### src/hw/port_sel_pkg.sv
// ==========================================================
// register map, reset values and field codes
// ==========================================================
package port_sel_pkg;
   // byte offsets on the wishbone slave
   localparam logic [7:0] OFS_PHY_CFG  = 8'h00;
   localparam logic [7:0] OFS_IN_SRC   = 8'h04;
   localparam logic [7:0] OFS_UNLOCK   = 8'h08;
   localparam logic [7:0] OFS_PDATA    = 8'h0C;
   localparam logic [7:0] OFS_PDIR     = 8'h10;
   localparam logic [7:0] OFS_PREAD    = 8'h14;
   localparam logic [7:0] OFS_SUPPLY   = 8'h18;
   localparam logic [7:0] OFS_WAKE_EN  = 8'h1C;
   localparam logic [7:0] OFS_FUNC     = 8'h20;
   localparam logic [7:0] OFS_ANA_FN   = 8'h24;
   localparam logic [7:0] OFS_ADC_CH   = 8'h28;
   localparam logic [7:0] OFS_STATUS   = 8'h2C;
   localparam logic [7:0] OFS_BIT_OP   = 8'h30;

   // reset values
   localparam logic [7:0]  RST_PORT     = 8'hFF;
   localparam logic [7:0]  RST_ZERO8    = 8'h00;
   localparam logic [15:0] RST_FUNC     = 16'h0000;
   localparam logic [10:0] RST_ANA      = 11'h000;

   // read-back unlock pattern 11001010
   localparam logic [7:0] UNLOCK_PAT = 8'hCA;

   // field positions
   localparam int IN_SRC_CLK = 2;
   localparam int IN_SRC_DAT = 1;
   localparam int IN_SRC_RX  = 0;
   localparam int BITOP_SET  = 4;
   localparam int BITOP_DIR  = 3;
   localparam int SUPPLY_HI  = 3;
   localparam int NUM_ANA    = 11;

   // per-pin function codes
   typedef enum logic [1:0] {
      FN_GPIO   = 2'h0,
      FN_DIGOUT = 2'h1,
      FN_SERIAL = 2'h2,
      FN_ANALOG = 2'h3
   } pin_fn_t;
endpackage

### src/hw/port_input_select_readback.sv
// Added by the designer: the Wishbone register port and the address map.
`timescale 1ns/1ps
// Summary of operation
// - clock source select 0 routes phy clock line, 1 routes pin c6
// - data source select 0 routes phy data line, 1 routes pin c7
// - uart receive source clear selects pin b4; set value reserved
// - upper five input source bits always read zero
// - writing 11001010 to unlock register turns read-back on
// - writing any other byte turns read-back off
// - read-back on returns raw pin levels for every function
// - read-back touches the read path and the selected converter switch, never pin drive or function
// - read-back off, digital output pin reads 0 if input, latch if output
// - serial bus, sim and uart pins always read the pin level
// - read-back off, analog switch only on when analog function selected
// - read-back on forces the selected converter channel switch on
// - reset sets port data and direction registers to all ones
// - bit set and clear read whole port, modify one bit, write back
// - in sleep, falling edge on wake-enabled port pin wakes device
// - unlock register resets to zero so read-back starts disabled
// - phy line supply select upper bit picks main or auxiliary supply
module port_input_select_readback
   import port_sel_pkg::*;
(
   input  wire logic        core_clk,
   input  wire logic        reset_n,
   input  wire logic        clk_en,
   input  wire logic        wb_cyc_i,
   input  wire logic        wb_stb_i,
   input  wire logic        wb_we_i,
   input  wire logic [7:0]  wb_adr_i,
   input  wire logic [3:0]  wb_sel_i,
   input  wire logic [31:0] wb_dat_i,
   output logic      [31:0] wb_dat_o,
   output logic             wb_ack_o,
   input  wire logic [7:0]  port_pin_in,
   output logic      [7:0]  port_pin_out,
   output logic      [7:0]  port_pin_oe_n,
   input  wire logic        pin_c6,
   input  wire logic        pin_c7,
   input  wire logic        pin_b4,
   input  wire logic        phy_clock_line,
   input  wire logic        phy_data_line,
   input  wire logic        sleep_mode,
   output logic             master_bus_clock_line,
   output logic             master_bus_data_line,
   output logic             uart_rx_in,
   output logic      [1:0]  phy_line_cfg_hi,
   output logic      [1:0]  phy_line_cfg_lo,
   output logic      [1:0]  phy_line_supply_sel,
   output logic             readback_enable,
   output logic      [10:0] analog_switch_on,
   output logic             wake_req
);

   // ==========================================================
   // state
   // ==========================================================
   logic [3:0]  phy_line_config_r;
   logic [2:0]  input_source_select_r;
   logic [7:0]  readback_unlock_r;
   logic [7:0]  port_data_r;
   logic [7:0]  port_dir_r;
   logic [3:0]  supply_r;
   logic [7:0]  wake_en_r;
   logic [15:0] func_r;
   logic [10:0] ana_fn_r;
   logic [3:0]  adc_ch_r;
   logic [7:0]  pin_prev_r;
   logic        readback_enable_r;
   logic        wake_req_r;
   logic        wb_ack_r;
   logic [31:0] wb_dat_r;
   logic [7:0]  digout_mask;
   logic [7:0]  serial_mask;
   logic [7:0]  analog_mask;
   logic [7:0]  port_rd_val;
   logic [7:0]  bitop_base;
   logic [7:0]  bitop_nxt;
   logic [7:0]  wake_fall;
   logic [31:0] rd_mux;
   logic        bus_req;
   logic        wr_hit;

   // ==========================================================
   // wishbone decode
   // ==========================================================
   assign bus_req = wb_cyc_i && wb_stb_i && !wb_ack_r;
   assign wr_hit  = bus_req && wb_we_i && wb_sel_i[0] && clk_en;

   // per-pin function masks
   always_comb begin
      for (int i = 0; i < 8; i++) begin
         digout_mask[i] = (func_r[2*i +: 2] == FN_DIGOUT);
         serial_mask[i] = (func_r[2*i +: 2] == FN_SERIAL);
         analog_mask[i] = (func_r[2*i +: 2] == FN_ANALOG);
      end
   end

   // port read path as seen by a port read instruction
   always_comb begin
      for (int i = 0; i < 8; i++) begin
         if (serial_mask[i]) begin
            port_rd_val[i] = port_pin_in[i];
         end else if (readback_enable_r) begin
            port_rd_val[i] = port_pin_in[i];
         end else if (analog_mask[i]) begin
            port_rd_val[i] = 1'b0;
         end else if (digout_mask[i]) begin
            port_rd_val[i] = port_dir_r[i] ? 1'b0 : port_data_r[i];
         end else begin
            port_rd_val[i] = port_dir_r[i] ? port_pin_in[i]
                                           : port_data_r[i];
         end
      end
   end

   // bit set/clear: read whole port, change one bit, write back
   always_comb begin
      bitop_base = wb_dat_i[BITOP_DIR] ? port_dir_r : port_rd_val;
      bitop_nxt  = bitop_base;
      bitop_nxt[wb_dat_i[2:0]] = wb_dat_i[BITOP_SET];
   end

   // register read multiplexer, unmapped reads give zero
   always_comb begin
      rd_mux = 32'h0000_0000;
      case (wb_adr_i)
         OFS_PHY_CFG: rd_mux[3:0]  = phy_line_config_r;
         OFS_IN_SRC:  rd_mux[2:0]  = input_source_select_r;
         OFS_UNLOCK:  rd_mux[7:0]  = readback_unlock_r;
         OFS_PDATA:   rd_mux[7:0]  = port_data_r;
         OFS_PDIR:    rd_mux[7:0]  = port_dir_r;
         OFS_PREAD:   rd_mux[7:0]  = port_rd_val;
         OFS_SUPPLY:  rd_mux[3:0]  = supply_r;
         OFS_WAKE_EN: rd_mux[7:0]  = wake_en_r;
         OFS_FUNC:    rd_mux[15:0] = func_r;
         OFS_ANA_FN:  rd_mux[10:0] = ana_fn_r;
         OFS_ADC_CH:  rd_mux[3:0]  = adc_ch_r;
         OFS_STATUS:  rd_mux[1:0]  = {wake_req_r, readback_enable_r};
         default:     rd_mux       = 32'h0000_0000;
      endcase
   end

   // single-cycle ack, read data captured on the same edge
   always_ff @(posedge core_clk or negedge reset_n) begin
      if (!reset_n) begin
         wb_ack_r <= 1'b0;
         wb_dat_r <= 32'h0000_0000;
      end else if (clk_en) begin
         wb_ack_r <= bus_req;
         if (bus_req && !wb_we_i) begin
            wb_dat_r <= rd_mux;
         end
      end
   end

   // ==========================================================
   // configuration registers
   // ==========================================================
   // phy line config, source select, supply select, wake enable, converter channel (low byte only)
   always_ff @(posedge core_clk or negedge reset_n) begin
      if (!reset_n) begin
         phy_line_config_r     <= 4'h0;
         input_source_select_r <= 3'h0;
         supply_r              <= 4'h0;
         wake_en_r             <= RST_ZERO8;
         adc_ch_r              <= 4'h0;
      end else if (wr_hit) begin
         case (wb_adr_i)
            OFS_PHY_CFG: phy_line_config_r     <= wb_dat_i[3:0];
            OFS_IN_SRC:  input_source_select_r <= wb_dat_i[2:0];
            OFS_SUPPLY:  supply_r              <= wb_dat_i[3:0];
            OFS_WAKE_EN: wake_en_r             <= wb_dat_i[7:0];
            OFS_ADC_CH:  adc_ch_r              <= wb_dat_i[3:0];
            default:     ;
         endcase
      end
   end

   // pin function and analog function selects
   always_ff @(posedge core_clk or negedge reset_n) begin
      if (!reset_n) begin
         func_r   <= RST_FUNC;
         ana_fn_r <= RST_ANA;
      end else if (bus_req && wb_we_i && clk_en) begin
         if (wb_adr_i == OFS_FUNC) begin
            if (wb_sel_i[0]) func_r[7:0]  <= wb_dat_i[7:0];
            if (wb_sel_i[1]) func_r[15:8] <= wb_dat_i[15:8];
         end
         if (wb_adr_i == OFS_ANA_FN) begin
            if (wb_sel_i[0]) ana_fn_r[7:0]  <= wb_dat_i[7:0];
            if (wb_sel_i[1]) ana_fn_r[10:8] <= wb_dat_i[10:8];
         end
      end
   end

   // unlock register and read-back enable, same edge as the write
   always_ff @(posedge core_clk or negedge reset_n) begin
      if (!reset_n) begin
         readback_unlock_r <= RST_ZERO8;
         readback_enable_r <= 1'b0;
      end else if (wr_hit && wb_adr_i == OFS_UNLOCK) begin
         readback_unlock_r <= wb_dat_i[7:0];
         readback_enable_r <= (wb_dat_i[7:0] == UNLOCK_PAT);
      end
   end

   // port data and direction, all ones after reset
   always_ff @(posedge core_clk or negedge reset_n) begin
      if (!reset_n) begin
         port_data_r <= RST_PORT;
         port_dir_r  <= RST_PORT;
      end else if (wr_hit) begin
         case (wb_adr_i)
            OFS_PDATA: port_data_r <= wb_dat_i[7:0];
            OFS_PDIR:  port_dir_r  <= wb_dat_i[7:0];
            OFS_BIT_OP: begin
               if (wb_dat_i[BITOP_DIR]) begin
                  port_dir_r  <= bitop_nxt;
               end else begin
                  port_data_r <= bitop_nxt;
               end
            end
            default: ;
         endcase
      end
   end

   // ==========================================================
   // pin side outputs
   // ==========================================================
   assign wake_fall = wake_en_r & pin_prev_r & ~port_pin_in;

   // wake request, set wins while asleep, drops on leaving sleep
   always_ff @(posedge core_clk or negedge reset_n) begin
      if (!reset_n) begin
         pin_prev_r <= RST_PORT;
         wake_req_r <= 1'b0;
      end else if (clk_en) begin
         pin_prev_r <= port_pin_in;
         if (sleep_mode && (|wake_fall)) begin
            wake_req_r <= 1'b1;
         end else if (!sleep_mode) begin
            wake_req_r <= 1'b0;
         end
      end
   end

   // source routing, drive and analog switches, registered
   always_ff @(posedge core_clk or negedge reset_n) begin
      if (!reset_n) begin
         master_bus_clock_line <= 1'b0;
         master_bus_data_line  <= 1'b0;
         uart_rx_in            <= 1'b1;
         port_pin_out          <= RST_PORT;
         port_pin_oe_n         <= RST_PORT;
         analog_switch_on      <= RST_ANA;
      end else if (clk_en) begin
         master_bus_clock_line <= input_source_select_r[IN_SRC_CLK] ?
                                  pin_c6 : phy_clock_line;
         master_bus_data_line  <= input_source_select_r[IN_SRC_DAT] ?
                                  pin_c7 : phy_data_line;
         uart_rx_in            <= pin_b4;
         port_pin_out          <= port_data_r;
         port_pin_oe_n         <= port_dir_r;
         for (int c = 0; c < NUM_ANA; c++) begin
            analog_switch_on[c] <= ana_fn_r[c] ||
               (readback_enable_r && adc_ch_r == 4'(c));
         end
      end
   end

   assign wb_ack_o            = wb_ack_r;
   assign wb_dat_o            = wb_dat_r;
   assign readback_enable     = readback_enable_r;
   assign wake_req            = wake_req_r;
   assign phy_line_cfg_hi     = phy_line_config_r[3:2];
   assign phy_line_cfg_lo     = phy_line_config_r[1:0];
   assign phy_line_supply_sel = supply_r[SUPPLY_HI -: 2];

   // ==========================================================
   // assertions
   // ==========================================================
   unlock_set_a: assert property (@(posedge core_clk) disable iff (!reset_n)
      (wr_hit && wb_adr_i == OFS_UNLOCK && wb_dat_i[7:0] == UNLOCK_PAT)
      |=> readback_enable) else $error("unlock pattern missed");
   unlock_clr_a: assert property (@(posedge core_clk) disable iff (!reset_n)
      (wr_hit && wb_adr_i == OFS_UNLOCK && wb_dat_i[7:0] != UNLOCK_PAT)
      |=> !readback_enable) else $error("read-back stuck on");
   src_upper_a: assert property (@(posedge core_clk) disable iff (!reset_n)
      (wb_ack_r && $past(wb_adr_i) == OFS_IN_SRC && !$past(wb_we_i))
      |-> wb_dat_o[31:3] == 29'h0) else $error("source bits nonzero");
   clk_route_a: assert property (@(posedge core_clk) disable iff (!reset_n)
      (reset_n && clk_en) |=> master_bus_clock_line == $past(
         input_source_select_r[IN_SRC_CLK] ? pin_c6 : phy_clock_line))
      else $error("clock source wrong");
   dat_route_a: assert property (@(posedge core_clk) disable iff (!reset_n)
      (reset_n && clk_en) |=> master_bus_data_line == $past(
         input_source_select_r[IN_SRC_DAT] ? pin_c7 : phy_data_line))
      else $error("data source wrong");
   rx_route_a: assert property (@(posedge core_clk) disable iff (!reset_n)
      (reset_n && clk_en) |=> uart_rx_in == $past(pin_b4))
      else $error("uart source wrong");
   rb_pins_a: assert property (@(posedge core_clk) disable iff (!reset_n)
      readback_enable_r |-> port_rd_val == port_pin_in)
      else $error("read-back not raw pins");
   digout_read_a: assert property (@(posedge core_clk) disable iff (!reset_n)
      !readback_enable_r |-> (port_rd_val & digout_mask & port_dir_r) == 8'h00)
      else $error("digital output input read");
   serial_read_a: assert property (@(posedge core_clk) disable iff (!reset_n)
      ((port_rd_val ^ port_pin_in) & serial_mask) == 8'h00)
      else $error("serial pin not raw");
   drive_kept_a: assert property (@(posedge core_clk) disable iff (!reset_n)
      clk_en |=> port_pin_oe_n == $past(port_dir_r))
      else $error("pin drive disturbed");
   ana_force_a: assert property (@(posedge core_clk) disable iff (!reset_n)
      (clk_en && readback_enable_r && adc_ch_r < 4'hB)
      |=> analog_switch_on[$past(adc_ch_r)])
      else $error("analog path not forced");
   wake_set_a: assert property (@(posedge core_clk) disable iff (!reset_n)
      (clk_en && sleep_mode && |wake_fall) |=> wake_req)
      else $error("wake missed");
endmodule

### config.mk
export PLATFORM = sky130hd
export DESIGN_NAME = port_input_select_readback
export DESIGN_NICKNAME = d
export VERILOG_FILES = /design/src/hw/port_sel_pkg.sv /design/src/hw/port_input_select_readback.sv
export SDC_FILE = /design/constraint.sdc
export NUM_CORES = 1
export LEC_CHECK = 0
export ABC_CLOCK_PERIOD_IN_PS = 5900
export BUFFER_PORTS_ARGS = -buffer_cell sky130_fd_sc_hd__buf_2
export CAP_MARGIN = 20
export CORE_ASPECT_RATIO = 0.9
export CORE_MARGIN = 1
export CORE_UTILIZATION = 48
export DETAILED_ROUTE_END_ITERATION = 10
export HOLD_SLACK_MARGIN = 0.08
export PLACE_DENSITY = 0.79
export SLEW_MARGIN = 0
export SYNTH_ARGS = -nofsm -noshare
export SYNTH_HDL_FRONTEND = slang
export SYNTH_SLANG_ARGS = --single-unit
### constraint.sdc
create_clock -name core_clk -period 5.9 [get_ports core_clk]
set_input_delay 0 -clock core_clk [delete_from_list [all_inputs] [get_ports core_clk]]
set_output_delay 0 -clock core_clk [all_outputs]
set_load 0.01 [all_outputs]
[After elaboration in Yosys (flattened, before gate mapping)]
Index checks and enable logic that the tools add are counted.
Word-level totals
  register bits: 131
  output and inout port bits: 71
  word-level logic and storage cells: 196
Operators by class
  order comparisons: 2
  equality and inequality tests: 50
  muxes and demuxes: 66
  bitwise operators: 3
  reductions and logical operators: 52
Operators with widths (number)
  1-bit 2-to-1 mux: 53
  8-bit by 6-bit equality test with 1-bit output, second input constant: 5
  2-bit equality test, second input constant: 16
  8-bit by 5-bit equality test with 1-bit output, second input constant: 4
  8-bit case mux with 2 select lines: 2
  4-bit case mux with 7 select lines: 1
  8-bit 2-to-1 mux: 3
  2-bit case mux with 12 select lines: 1
  1-bit logical AND: 21
  3-bit AND reduction: 6
  8-bit AND: 2
  2-bit by 1-bit equality test with 1-bit output, second input constant: 8
  4-bit by 3-bit equality test with 1-bit output, second input constant: 4
  8-bit by 4-bit equality test with 1-bit output, second input constant: 2
  2-bit AND reduction: 7
  4-bit equality test, second input constant: 3
  1-bit logical OR: 11
  1-bit case mux with 11 select lines: 1
  1-bit case mux with 10 select lines: 1
  8-bit bitwise mux: 1
  4-bit by 2-bit equality test with 1-bit output, second input constant: 2
  8-bit by 3-bit equality test with 1-bit output, second input constant: 1
  8-bit equality test, second input constant: 1
  8-bit zero test: 1
  13 further kinds: 16

[Longest topological paths before layout]
  depth in word-level cells: 9
  gate-level depth with buffers: 9

[Worst setup path before layout]
OpenSTA, ideal clock, no wires.
  path kind: register to register
  start: reg wb_ack_r, in the netlist wb_ack_o
  end: reg readback_unlock_r[5]
  arrival time: 1.885 ns
  required time: 5.775 ns
  slack: 3.890 ns
  stages on the path, launching flop included: 6
  path buffers: 1
  period minus slack after synthesis: 2.010 ns
  cells stage by stage: dfrtp_1 > and4b_1 > nand3_1 > clkbuf_1 > nor3_2 > mux2_2
On the way
  longest elaborated chain between the ends: 6
Ends and longest elaborated chain
  from (decl): line port_input_select_readback.sv:71  | logic wb_ack_r;
  from (signal assigned): line port_input_select_readback.sv:150  | wb_ack_r <= bus_req;
  1-bit zero test: line port_input_select_readback.sv:87  | assign bus_req = wb_cyc_i && wb_stb_i && !wb_ack_r;
  1-bit logical AND: line port_input_select_readback.sv:87
  1-bit logical AND (3 in a row): line port_input_select_readback.sv:88  | assign wr_hit = bus_req && wb_we_i && wb_sel_i[0] && clk_en;
  1-bit logical AND: line port_input_select_readback.sv:202  | end else if (wr_hit && wb_adr_i == OFS_UNLOCK) begin
  to (signal assigned): line port_input_select_readback.sv:203  | readback_unlock_r <= wb_dat_i[7:0];
  to (decl): line port_input_select_readback.sv:60  | logic [7:0] readback_unlock_r;
Every way passes these cells.
A chain may end at the register's enable or synchronous reset.

[Worst setup path in the final report]
  start: reg wb_ack_r, in the netlist wb_ack_o
  end: reg readback_unlock_r[3]
Same word-level chain as after synthesis.

==> results by group <==
Drt
  • Routed wire per std cell: ~22 microns
  • Vias per Instance: 6.11
  • DRC: 0
  • Remaining antenna violation count: 0
  • Via count: between 5000 and 6000
  • Drt pass-1 iters: 7
  • Iter 0 DRT Violations: 620
  • WL final: about 21 mm

Synthesis
  • Synthesis-stage register bit count: 131
  • Netlist Area Pre-Place: 6760 sq um
  • Mapped Cells: about 630
  • Count of different cell masters after synthesis: 69
  • Post-synth EDFFs: 0
  • Yosys warnings: 0
  • Cell types occupying the most area after synthesis: dfrtp_1 33%, dfstp_2 16%, mux2_2 14%, a21oi_1 2.7%, nor2_1 2.7%
  • Post-synth ARST share: 1.00
  • Synth Flop Type: dfrtp_1
  • Register area share after synthesis: 0.492
  • Yosys top cell by area: dfrtp_1
  • Share of the synthesized area in the top cell type: 0.333
  • Synth Area per Inst: 10.8 sq um

STA
  • Setup_tns: 0 ns
  • Worst Max-Slew Pin Slew: around 1.0 ns
  • Final setup viols: 0
  • RSZ-0062 raised after global routing: no
  • Hold Vio Cnt, Final: 0
  • Fmax achieved: about 360 MHz
  • Slew Limit Fails: 0
  • Final period utilization: 0.468
  • Slew headroom: 0.317
  • Clk_skew: ~0.0085 ns
  • Tmin final: about 2.8 ns

Power
  • Pleak: 3.68 nW
  • P per Cell Area: 266 nW/um^2
  • Power Total: 2.19 mW
  • Peak VDD IR: 0.216 mV

Die
  • Starting density of the core: 0.499
  • Rows: 40
  • I/O pin total: 135
  • Area of the die: 14600 sq um
  • Die Wd: 127 microns
  • Die height: 115 microns
  • Core ar.: 13600 sq um

Clock network
  • CTS buffer count: 17
  • Clock root cell: clkbuf_16
  • Post-CTS setup buffers: 0
  • Reg clk slew, reported paths: ~0.060 ns
  • Post-CTS sizing: 0
  • Sink Count: 131
  • CTS tree: yes
  • # H-tree levels: 4
  • Clock latency on the worst-skew pair: 0.43 ns
  • CTS max path bufs: 2

GRT
  • Largest net degree at the start of global routing: 74
  • Initial antenna violation count: 0
  • All-layer global routing usage: 0.300
  • Vias in the first global route: just under 6000
  • Global-route wire length before repair: 32.4 mm
  • Remaining Overflow, GRT: 0

Setup path
  • CP max FO: 11
  • CP bufs+invs: 0
  • WP data required: 6.22 ns
  • Slowest-stage cell, CP: nor3_2
  • CP arrival: 3.08 ns
  • CP Capture Type: flop
  • Crit-path leading delay family: simple AND/OR/NAND/NOR gates
  • Critical-path cell list: and4b_1, nand3_1, nor3_2, mux2_2
  • Critical path class: reg -> reg
  • Startpoint types: flop
  • Crit path largest cell delay: 1.00 ns

Final layout
  • Final #Nets: 812
  • Ant diodes: 0
  • Syn-to-layout area delta: 21.9%
  • Share of cells above drive strength 1: 0.378

Placement
  • RD Place Congestion: approximately 0.92
  • Half-perimeter wire length after placement: 14.4 mm
  • Port Buffers: 100

Run status
  • Outcome: completed

Worst hold path
  • Hold Path Class: in -> reg

Flow run
  • Max Cap Viol: 0
Yosys cell counts, drive strengths merged (7+ instances only):
master / instances
o21ai: 32
a21oi: 38
buf: 25
inv: 9
dfstp: 41
clkbuf: 29
a31oi: 9
nor2: 52
nor3: 15
mux2: 89
nand2: 44
nor2b: 9
nor4b: 7
nand3: 16
a221oi: 7
nand3b: 9
dfrtp: 90
mux2i: 13
worst reg2reg max path: stages, from the launching register on:
cell and delay (ns):
dfrtp_1 0.41, and4b_1 0.31, nand3_1 0.49, nor3_2 1.01, mux2_2 0.43
path summary, 6_finish.rpt:
kind	start	endpoint	slack [ns]	cells past startpoint
hold reg to reg	wb_dat_o[14]	wb_dat_o[14]	0.51	1
setup / recovery	wb_ack_o	readback_unlock_r[3]	3.14	4
min in group asynchronous	reset_n	phy_line_config_r[1]	0.18	2
setup reg to reg	wb_ack_o	readback_unlock_r[3]	3.14	4
hold / removal	wb_dat_i[0]	port_dir_r[0]	0.14	3
max in group asynchronous	reset_n	readback_unlock_r[5]	4.29	3
cell usage in the layout, fill, tap and decap left out, types with 4 or more instances in the layout:
| cell | n |
|---|---|
| o21ba_2 | 4 |
| a211oi_1 | 5 |
| a22oi_1 | 5 |
| o31ai_1 | 5 |
| buf_2 | 99 |
| nand2b_1 | 4 |
| nor2b_1 | 9 |
| mux2_2 | 87 |
| o21ai_1 | 4 |
| a22o_1 | 6 |
| inv_1 | 9 |
| nand2_1 | 44 |
| a221oi_1 | 5 |
| o22ai_1 | 6 |
| mux2i_1 | 13 |
| dlygate4sd3_1 | 32 |
| nand3_1 | 16 |
| o2bb2ai_1 | 4 |
| a21oi_1 | 37 |
| dfrtp_1 | 90 |
| nand3b_1 | 9 |
| a31oi_1 | 9 |
| inv_4 | 5 |
| a2111oi_0 | 4 |
| conb_1 | 16 |
| dfstp_2 | 41 |
| clkbuf_16 | 18 |
| nor3_1 | 14 |
| o21ai_0 | 28 |
| nor2_1 | 49 |
| nor4b_1 | 6 |
| buf_4 | 10 |
stage by stage:
stage	cells	setup slack, ns	instance area, sq um	util	hold WS, ns
after detailed placement	885	2.96	7320	0.540	0.101
after floorplan	642	3.89	6820	-	-0.296
after CTS	949	3.21	8230	0.607	0.0987
after global routing	950	3.11	8240	0.608	0.131
after global placement	885	3.03	7320	0.540	0.0893
final	950	3.14	8240	0.608	0.137
routing by layer:
metal,vias to the layer above,part of all wire,track usage
met2,313,0.46,0.467
met5,-,0,0
met4,0,0.025,0.125
li1,2526,-,-
met1,2920,0.43,0.399
met3,47,0.080,0.0794
cell type report:
class                   instances  area, sq um
flip-flops and latches        131         3330
clock inverters                12          115
clock buffers                  20          478
inverters                       9         33.8
repair buffers                141          891
well taps                     189          236
multi-input cells             448         3160
fillers                      1102         5320
timing repair:
item                       CTS  global route
setup endpoints to repair    0             0
hold buffers                32             0
hold endpoints to repair   106             0
flip-flops by register name, indices dropped and copies added, names as in the netlist, 3 cells and up:
register	count
adc_ch_r	4
ana_fn_r	11
analog_switch_on	11
func_r	16
input_source_select_r	3
phy_line_config_r	4
pin_prev_r	8
port_data_r	8
port_dir_r	8
port_pin_oe_n	8
port_pin_out	8
readback_unlock_r	8
supply_r	4
wake_en_r	8
wb_dat_o	16
power by group:
part | internal [mW] | switching (mW)
combinational | 0.0709 | 0.117
sequential | 0.928 | 0.0149
clock | 0.635 | 0.425
total | 1.63 | 0.557
cells by family after synthesis:
group / share of synthesized area
other: 0.000555
AO/OA/AOI/OAI: 0.147
AND/OR/NAND/NOR: 0.140
flip-flops: 0.492
buffers and inverters: 0.0489
multiplexers: 0.171
(Power assumes the default switching activity.)
